## config.mk

```make
export PLATFORM = sky130hd
export DESIGN_NAME = bit_test_call_clear_exec
export DESIGN_NICKNAME = d
export VERILOG_FILES = /design/src/exec_pkg.sv /design/src/return_stack.sv /design/src/bit_test_call_clear_exec.sv
export SDC_FILE = /design/constraint.sdc
export NUM_CORES = 1
export LEC_CHECK = 0
export BUFFER_PORTS_ARGS = -buffer_cell sky130_fd_sc_hd__buf_2
export CAP_MARGIN = 40
export CELL_PAD_IN_SITES_DETAIL_PLACEMENT = 1
export CELL_PAD_IN_SITES_GLOBAL_PLACEMENT = 1
export CORE_MARGIN = 10
export CORE_UTILIZATION = 51
export CTS_CLUSTER_DIAMETER = 120
export DETAILED_ROUTE_END_ITERATION = 10
export PLACE_DENSITY_LB_ADDON = 0.3
export SLEW_MARGIN = 0
export SYNTH_ARGS = -nofsm -noshare
export SYNTH_HDL_FRONTEND = slang
export SYNTH_SLANG_ARGS = --single-unit
```

## constraint.sdc

```tcl
create_clock -name i_ref_clk -period 5.6 [get_ports i_ref_clk]
set_input_delay 0.84 -clock i_ref_clk [delete_from_list [all_inputs] [get_ports i_ref_clk]]
set_output_delay 0.84 -clock i_ref_clk [all_outputs]
set_load 0.02 [all_outputs]
```

## src/exec_pkg.sv

```systemverilog
package exec_pkg;
	localparam int INSN_W = 14;
	localparam int PC_W = 13;
	localparam int DATA_W = 8;
	localparam int FADDR_W = 7;
	localparam int CALL_K_W = 11;
	localparam int STACK_DEPTH = 8;
	localparam int WDT_W = 8;
	localparam int WDT_PRE_W = 8;
	// opcode patterns (14-bit words) and masks
	localparam logic [13:0] OP_MASK_BIT = 14'h3c00;
	localparam logic [13:0] OP_BIT_CLEAR = 14'h1800;
	localparam logic [13:0] OP_BIT_SET = 14'h1c00;
	localparam logic [13:0] OP_MASK_BYTE = 14'h3f00;
	localparam logic [13:0] OP_AND_FILE = 14'h0500;
	localparam logic [13:0] OP_MASK_CLR = 14'h3f80;
	localparam logic [13:0] OP_ZERO_FILE = 14'h0180;
	localparam logic [13:0] OP_ZERO_ACC = 14'h0100;
	localparam logic [13:0] OP_MASK_ALL = 14'h3fff;
	localparam logic [13:0] OP_WDT_RESTART = 14'h0064;
	localparam logic [13:0] OP_MASK_CALL = 14'h3800;
	localparam logic [13:0] OP_CALL = 14'h2000;
	// field positions
	localparam int DEST_POS = 7;
	localparam int BIT_LSB = 7;
	localparam int LATCH_HI = 4;
	localparam int LATCH_LO = 3;
	// status bit positions
	localparam int ST_ZERO = 2;
	localparam int ST_SLEEP = 3;
	localparam int ST_EXPIRY = 4;
	localparam logic [7:0] STATUS_RESET = 8'h18;
	localparam logic [12:0] PC_RESET = 13'h0000;
	typedef enum logic [0:0] {
		ST_EXEC = 1'b0,
		ST_FLUSH = 1'b1
	} cycle_e;
endpackage

```

## src/return_stack.sv

```systemverilog
module return_stack
	import exec_pkg::*;
#(
	parameter int DEPTH = STACK_DEPTH,
	parameter int WIDTH = PC_W
) (
	input wire logic i_ref_clk,
	input wire logic i_rst_n,
	input wire logic i_push,
	input wire logic [WIDTH-1:0] i_data,
	output logic [WIDTH-1:0] o_stack_top_entry
);
	localparam int PTR_W = $clog2(DEPTH);
	initial begin
		if (DEPTH < 2 || (DEPTH & (DEPTH - 1)) != 0)
			$error("return_stack: DEPTH must be a power of two of at least 2");
	end
	logic [WIDTH-1:0] mem [DEPTH];
	logic [PTR_W-1:0] ptr;
	wire [PTR_W-1:0] next_ptr = ptr + PTR_W'(1);
	// circular stack: overflow wraps silently, as the core does
	always_ff @(posedge i_ref_clk or negedge i_rst_n) begin
		if (!i_rst_n) begin
			ptr <= '0;
		end else if (i_push) begin
			ptr <= next_ptr;
		end
	end
	always_ff @(posedge i_ref_clk) begin
		if (i_push) begin
			mem[next_ptr] <= i_data;
		end
	end
	assign o_stack_top_entry = mem[ptr];
endmodule

```

## src/bit_test_call_clear_exec.sv

```systemverilog
// What this block does
// - bit-clear test skips next when bit zero
// - bit-set test skips next when bit one
// - acc AND file, destination bit selects target
// - watchdog restart zeroes count and prescaler
// - watchdog restart sets expiry and sleep bits
// - call pushes pc plus one on stack
// - call loads k low, latch bits high
// - call takes two instruction cycles
// - clear file writes zero, sets zero flag
// - clear accumulator writes zero, sets zero flag
// - pc change or true test adds nop cycle
module bit_test_call_clear_exec
	import exec_pkg::*;
#(
	parameter int DEPTH = STACK_DEPTH
) (
	input wire logic i_ref_clk,
	input wire logic i_rst_n,
	input wire logic i_insn_valid,
	input wire logic [INSN_W-1:0] i_insn,
	input wire logic [DATA_W-1:0] i_file_rdata,
	input wire logic [DATA_W-1:0] i_upper_program_latch,
	input wire logic i_wdt_tick,
	output logic o_insn_taken,
	output logic [PC_W-1:0] o_pc,
	output logic [DATA_W-1:0] o_acc,
	output logic [DATA_W-1:0] o_status,
	output logic [FADDR_W-1:0] o_file_addr,
	output logic [DATA_W-1:0] o_file_wdata,
	output logic o_file_we,
	output logic o_flush,
	output logic [PC_W-1:0] o_stack_top_entry,
	output logic [WDT_W-1:0] o_watchdog_count,
	output logic [WDT_PRE_W-1:0] o_wdt_prescale
);
	initial begin
		if (DEPTH < 2)
			$error("bit_test_call_clear_exec: DEPTH must be at least 2");
	end

	function automatic logic match(input logic [INSN_W-1:0] insn, input logic [13:0] mask,
		input logic [13:0] pat);
		match = (insn & mask) == pat;
	endfunction

	cycle_e state;
	cycle_e next_state;
	logic [PC_W-1:0] pc;
	logic [DATA_W-1:0] acc;
	logic [DATA_W-1:0] status;
	logic [WDT_W-1:0] wdt;
	logic [WDT_PRE_W-1:0] pre;
	logic [FADDR_W-1:0] faddr;
	logic [DATA_W-1:0] fwdata;
	logic fwe;
	logic taken;
	logic [PC_W-1:0] stack_top_q;
	wire [PC_W-1:0] stack_top;

	// decode: an instruction arriving in a flush cycle is the discarded one
	wire exec_now = i_insn_valid && state == ST_EXEC;
	wire is_bit_clear = exec_now && match(i_insn, OP_MASK_BIT, OP_BIT_CLEAR);
	wire is_bit_set = exec_now && match(i_insn, OP_MASK_BIT, OP_BIT_SET);
	wire is_and_file = exec_now && match(i_insn, OP_MASK_BYTE, OP_AND_FILE);
	wire is_zero_file = exec_now && match(i_insn, OP_MASK_CLR, OP_ZERO_FILE);
	wire is_zero_acc = exec_now && match(i_insn, OP_MASK_CLR, OP_ZERO_ACC);
	wire is_wdt_restart = exec_now && match(i_insn, OP_MASK_ALL, OP_WDT_RESTART);
	wire is_call = exec_now && match(i_insn, OP_MASK_CALL, OP_CALL);

	wire [FADDR_W-1:0] f_field = i_insn[FADDR_W-1:0];
	wire [2:0] bit_sel = i_insn[BIT_LSB+2:BIT_LSB];
	wire dest_file = i_insn[DEST_POS];
	wire tested_bit = i_file_rdata[bit_sel];
	wire skip_clear = is_bit_clear && !tested_bit;
	wire skip_set = is_bit_set && tested_bit;
	wire and_zero_acc_dest = is_and_file && !dest_file;
	wire [DATA_W-1:0] and_result = acc & i_file_rdata;

	// pc plus one is the return address while the call is in its first cycle
	wire [PC_W-1:0] pc_inc = pc + PC_W'(1);
	wire [PC_W-1:0] call_target = {i_upper_program_latch[LATCH_HI:LATCH_LO],
		i_insn[CALL_K_W-1:0]};
	wire advance = i_insn_valid;

	assign next_state = (skip_clear || skip_set || is_call) ? ST_FLUSH : ST_EXEC;

	wire [PC_W-1:0] next_pc = is_call ? call_target : (advance ? pc_inc : pc);

	wire [DATA_W-1:0] next_acc = is_zero_acc ? DATA_W'(0)
		: and_zero_acc_dest ? and_result : acc;

	// zero flag: clears always set it; AND reflects result, others left alone
	wire next_zero = (is_zero_file || is_zero_acc) ? 1'b1
		: is_and_file ? (and_result == '0) : status[ST_ZERO];

	wire next_expiry = is_wdt_restart ? 1'b1 : status[ST_EXPIRY];
	wire next_sleep = is_wdt_restart ? 1'b1 : status[ST_SLEEP];

	logic [DATA_W-1:0] next_status;
	always_comb begin
		next_status = status;
		next_status[ST_ZERO] = next_zero;
		next_status[ST_EXPIRY] = next_expiry;
		next_status[ST_SLEEP] = next_sleep;
	end

	// restart wins over a tick in the same cycle, so the count is really zero afterwards
	wire [WDT_PRE_W-1:0] next_pre = is_wdt_restart ? '0 : (i_wdt_tick ? pre + WDT_PRE_W'(1) : pre);
	wire pre_wrap = i_wdt_tick && (pre == '1);
	wire [WDT_W-1:0] next_wdt = is_wdt_restart ? '0 : (pre_wrap ? wdt + WDT_W'(1) : wdt);

	wire next_fwe = is_zero_file || (is_and_file && dest_file);
	wire [DATA_W-1:0] next_fwdata = is_zero_file ? DATA_W'(0)
		: (is_and_file && dest_file) ? and_result : DATA_W'(0);

	always_ff @(posedge i_ref_clk or negedge i_rst_n) begin
		if (!i_rst_n) begin
			state <= ST_EXEC;
			pc <= PC_RESET;
			acc <= '0;
			status <= STATUS_RESET;
		end else begin
			state <= next_state;
			pc <= next_pc;
			acc <= next_acc;
			status <= next_status;
		end
	end

	always_ff @(posedge i_ref_clk or negedge i_rst_n) begin
		if (!i_rst_n) begin
			wdt <= '0;
			pre <= '0;
		end else begin
			wdt <= next_wdt;
			pre <= next_pre;
		end
	end

	always_ff @(posedge i_ref_clk or negedge i_rst_n) begin
		if (!i_rst_n) begin
			faddr <= '0;
			fwdata <= '0;
			fwe <= 1'b0;
			taken <= 1'b0;
			stack_top_q <= '0;
		end else begin
			faddr <= f_field;
			fwdata <= next_fwdata;
			fwe <= next_fwe;
			taken <= advance;
			stack_top_q <= stack_top;
		end
	end

	return_stack #(
		.DEPTH(DEPTH),
		.WIDTH(PC_W)
	) u_stack (
		.i_ref_clk(i_ref_clk),
		.i_rst_n(i_rst_n),
		.i_push(is_call),
		.i_data(pc_inc),
		.o_stack_top_entry(stack_top)
	);

	assign o_insn_taken = taken;
	assign o_pc = pc;
	assign o_acc = acc;
	assign o_status = status;
	assign o_file_addr = faddr;
	assign o_file_wdata = fwdata;
	assign o_file_we = fwe;
	assign o_flush = state;
	assign o_stack_top_entry = stack_top_q;
	assign o_watchdog_count = wdt;
	assign o_wdt_prescale = pre;
endmodule

```

After elaboration in Yosys (flattened, before gate mapping)

Memory sizes are Yosys's and may differ from the RTL's. A register that Yosys moved wholly into a read port is not among the register bits.
Index checks and enable logic that the tools add are counted.

Register bits: 59
Bits in latches: 0
Bits in writable memories: 104
ROM bits: 0
Input bits: 34
Word-level logic and storage cells: 70
Memories: 1

Add/sub/neg operators: 4
$mul: 0
Div/mod/pow operators: 0
Order comparisons: 1
Equal/unequal tests: 8
Shift operators: 0
Mux-type cells: 17
Bitwise logic cells: 2
Reduce and logical (&&, ||, !) cells: 26

Memory list:

| memory      | depth | width | rd ports | clocked after memory_dff | write ports | line               | source |
|---|---|---|---|---|---|---|---|
| u_stack.mem | 8     | 13    | 1        | 1                        | 1           | return_stack.sv:18 | `logic [WIDTH-1:0] mem [DEPTH];` |

Operators by type and width:

| kind                                                 | number |
|---|---|
| 2-to-1 mux 8 bit                                     | 8 |
| 2-to-1 mux 13 bit                                    | 2 |
| adder 8 x 1 -> 8 bit, second input constant          | 2 |
| equality test 14 x 7 -> 1 bit, second input constant | 1 |
| equality test 7 x 2 -> 1 bit, second input constant  | 2 |
| adder 13 x 1 -> 13 bit, second input constant        | 1 |
| logical AND 1 bit                                    | 13 |
| nonzero test 2 bit                                   | 5 |
| AND 8 bit                                            | 1 |
| equality test 4 x 3 -> 1 bit, second input constant  | 2 |
| equality test 8 bit, second input constant           | 1 |
| zero test 8 bit                                      | 1 |
| equality test 6 x 3 -> 1 bit, second input constant  | 1 |
| 2-to-1 mux 1 bit                                     | 6 |
| logical OR 1 bit                                     | 4 |
| < comparator 3 x 4 -> 1 bit, second input constant   | 1 |
| adder 3 x 1 -> 3 bit, second input constant          | 1 |
| binary-select mux 1 bit (select 3 bit)               | 1 |
| equality test 3 bit, second input constant           | 1 |
| zero test 1 bit                                      | 3 |
| inverter 1 bit                                       | 1 |

Depth between registers and ports, before layout

Depth in word-level cells: 7
Mapped depth: 6
Depth with buffers taken out: 5

Cells and area by module

From an unflattened synthesis, not the netlist that was laid out.

Cell total of the unflattened synthesis: 458
Area, all modules: 7250.7 µm²

By module, submodules not included:

| module                   | times used | cells each | area an instance (µm²) | sequential area each (µm²) |
|---|---|---|---|---|
| return_stack             | 1          | 173        | 4189.0                 | 3198.1 |
| bit_test_call_clear_exec | 1          | 285        | 3061.7                 | 1726.7 |

Least setup slack after synthesis

Ideal clock, no wire load.

Kind: input -> register
Start: in i_insn[11]
End: mem u_stack.mem[1][0] in the netlist's numbering (enable)
Library setup time: 417 ps
Arrival: 2999 ps
Path slack: 2184 ps
Cell stages on the path: 4
Cells stage by stage: nor4b_2 nand2_1 clkbuf_1 nor4_1

Longest elaborated chain between the ends: 4

RTL lines:

| item                                   | line                           | source |
|---|---|---|
| start: declaration                     | bit_test_call_clear_exec.sv:21 | `input wire logic [INSN_W-1:0] i_insn,` |
| equality test 3 bit                    | bit_test_call_clear_exec.sv:44 | `match = (insn & mask) == pat;` |
| logical AND 1 bit                      | bit_test_call_clear_exec.sv:69 | `wire is_call = exec_now && match(i_insn, OP_MASK_CALL, OP_CALL);` |
| 2-to-1 mux 1 bit                       | return_stack.sv:30             | `if (i_push) begin` |
| 2-to-1 mux 1 bit (implied by the code) | return_stack.sv:31             | `mem[next_ptr] <= i_data;` |
| end: declaration                       | return_stack.sv:18             |  |

No other way between the ends.

Final worst setup path

Start: in i_insn_valid
End: mem u_stack.mem[2][3] in the netlist's numbering (enable)

Longest elaborated chain between the ends: 4

RTL lines:

| item                                   | line                           | source |
|---|---|---|
| start: declaration                     | bit_test_call_clear_exec.sv:20 | `input wire logic i_insn_valid,` |
| logical AND 1 bit                      | bit_test_call_clear_exec.sv:62 | `wire exec_now = i_insn_valid && state == ST_EXEC;` |
| logical AND 1 bit                      | bit_test_call_clear_exec.sv:69 |  |
| 2-to-1 mux 1 bit                       | return_stack.sv:30             |  |
| 2-to-1 mux 1 bit (implied by the code) | return_stack.sv:31             |  |

No other way between the ends.

==> reports/metrics.csv <==
metric,value,unit
async_flop_share,40.9,%
crit_family,simple AND/OR/NAND/NOR gates,
ys_warn_count,0,
slew_viol_final,0,
period_share,54.1,%
final_common_cell,edfxtp_1,
detailed_place_hpwl,12100,um
ff2ff_path_depth,5,
routabilityCongestion,0.777,
design.core.area,13800,um2
skew,0.00757,ns
dr.pass1.iters,4,
track_usage,18.3,%
tightest_slew,0.818,ns
synthToLayoutAreaGrowth,20.1,%
crit_buf_inv,2,
outcome,finished clean,
grt_pass1_vias,4881,
wire_per_inst,22.3,um
rrSetupSlack,3.03,ns
syn_area,7200,um2
cp-start-kind,input port,
synthFlopType,edfxtp_1,
post_cts_buffers,0,
viasPerCell,5.55,
vias,4255,
slowest_stage,and2_1,
drcViolationCount,0,
ctsRootBufferMaster,clkbuf_16,
powerDensity,471,nW/um2
cp-endpoint,u_stack.mem[2][3],
hold_path_class,in -> async,
crit_start,i_insn_valid,
setup_viol,0,
initial_core_util,52.0,%
finalSetupTns,0,ns
crit_cells,6,
antenna_found_initial,0,
htreeDepth,4,
routed_wl,17100,um
syn_avg_cell_area,15.4,um2
rr_startpoint,o_flush,
cts_buffers,17,
postSynthCellCount,467,
fillers,1303,
max_cap_violations,0,
p_leak,0.00338,uW
antenna_left,0,
grt_max_degree,62,
die_w,139,um
seq_area,4930,um2
num_rows,43,
ir_drop,0.234,mV
io_pins,110,
io_buffers,96,
whs,0.272,ns
crit_arrival,3.14,ns
clk_pin_slew,0.07,ns
die-area,19300,um2
synth_edf_count,104,
synth-seq-area-share,68.4,%
crit_type,in -> reg,
yosysUniqueCellTypes,47,
final_nets,612,
timing.fmax,0.330,GHz
grt-ovfl-total,0,
cts-hold-fix-buffers,0,
crit_chain,buf_2 > nor4b_2 > and2_1 > nand2_1 > nor2_1 > buf_4,
crit_path_max_fanout,31,
post_cts_resized,0,
cts_tree,done,
slew_headroom,45.1,%
multi_input_area,2150,um2
timing.rr.end,u_stack.mem[2][3],
min_period,3.03,ns
insertion_delay,0.42,ns
grt_pass1_wl,27700,um
fp.dieH,139,um
final_cell_mix,"104 x edfxtp_1, 95 x buf_2, 71 x dfrtp_1",
clock_path_buffers,2,
num_antenna_cells,0,
ys_ff_latch,176,
drtIter0Drc,279,
slowest_delay,0.56,ns
required,5.71,ns
cp-end-kind,register,
cts_num_sinks,176,
hold_viol_final,0,
rsz0062_at_grt,no,
drive_above_1_share,32.7,%
-- synth_stat cells (all sizes together) (10+ instances only) --
cell type	number	area share, %
nand3	14	1.1
nand2	40	2.1
buf	15	1.2
edfxtp	104	43
dfrtp	72	25
nand4	12	1.1
nor2	32	1.7
nor3	10	0.70
a21boi	12	1.3
clkbuf	13	0.68
mux4	28	8.8
mux2	13	2.0
xnor2	23	2.8
-- per-stage QoR --
stage | total power (uW) | worst slack (ns) | area, um2 | cells | utilization, %
after floorplan | 2470 | 2.18 | 7220 | 472 | -
after global placement | 2770 | 1.71 | 7870 | 727 | 56.9
after detailed placement | 2880 | 1.93 | 8000 | 734 | 57.9
after CTS | 4120 | 2.34 | 8640 | 766 | 62.5
after global routing | 4270 | 2.29 | 8640 | 767 | 62.5
final | 4070 | 2.57 | 8640 | 767 | 62.5
-- layer usage --
layer	GRT usage [%]	wire length, um	vias up	share of wire (%)
li1	-	-	1951	-
met3	5.45	961	16	5.6
met5	0	0	-	0
met4	5.77	221	0	1.3
met1	21.8	7160	2171	42
met2	31.0	8800	117	51
-- worst min path at each step --
stage,end,slack (ns),cells after the start
3_5_place_dp,o_status[2],0.52,1
2_1_floorplan,o_acc[0],0.54,0
4_1_cts,o_stack_top_entry[10],0.26,1
6_report,o_stack_top_entry[10],0.27,1
3_3_place_gp,o_status[2],0.47,1
5_1_grt,o_stack_top_entry[10],0.26,1
-- cell families (layout without fill, tap and decap cells) --
kind of cell	count (synthesis)	count (layout)	synth area share, %
AO/OA/AOI/OAI	40	40	4.00
adder cells (fa/ha/maj)	4	4	0.695
other	2	7	0.104
AND/OR/NAND/NOR	133	133	9.28
flip-flops	176	176	68.4
buffers and inverters	36	151	2.33
multiplexers	47	47	11.6
XOR/XNOR	29	29	3.53
-- flip-flops by register name, indices dropped and copies added, names as in the netlist, 7 cells and up --
name	count
o_watchdog_count	8
o_file_wdata	8
o_acc	8
o_file_addr	7
o_pc	13
o_stack_top_entry	13
o_wdt_prescale	8
u_stack.mem	104
-- worst register-to-register path: stages, from the launching register on --
cell and delay (ns):
dfrtp_1 0.41, nor4b_2 0.50, and2_1 0.56, nand2_1 0.21
nor2_1 0.29, buf_4 0.28
-- power by group --
part	internal, uW	total, uW	switching, uW
Sequential	1610	1780	174
Combinational	456	1050	594
Clock	756	1230	478
-- final cells by class --
cell class / instances / share of cell area (%)
sequential: 176 / 57.0
clock buffer: 21 / 5.57
multi-input combinational: 260 / 24.9
timing repair buffer: 111 / 7.77
tap: 180 / 2.61
inverter: 8 / 0.347
clock inverter: 11 / 1.78
Note: power is estimated with default switching activity, not from simulation.
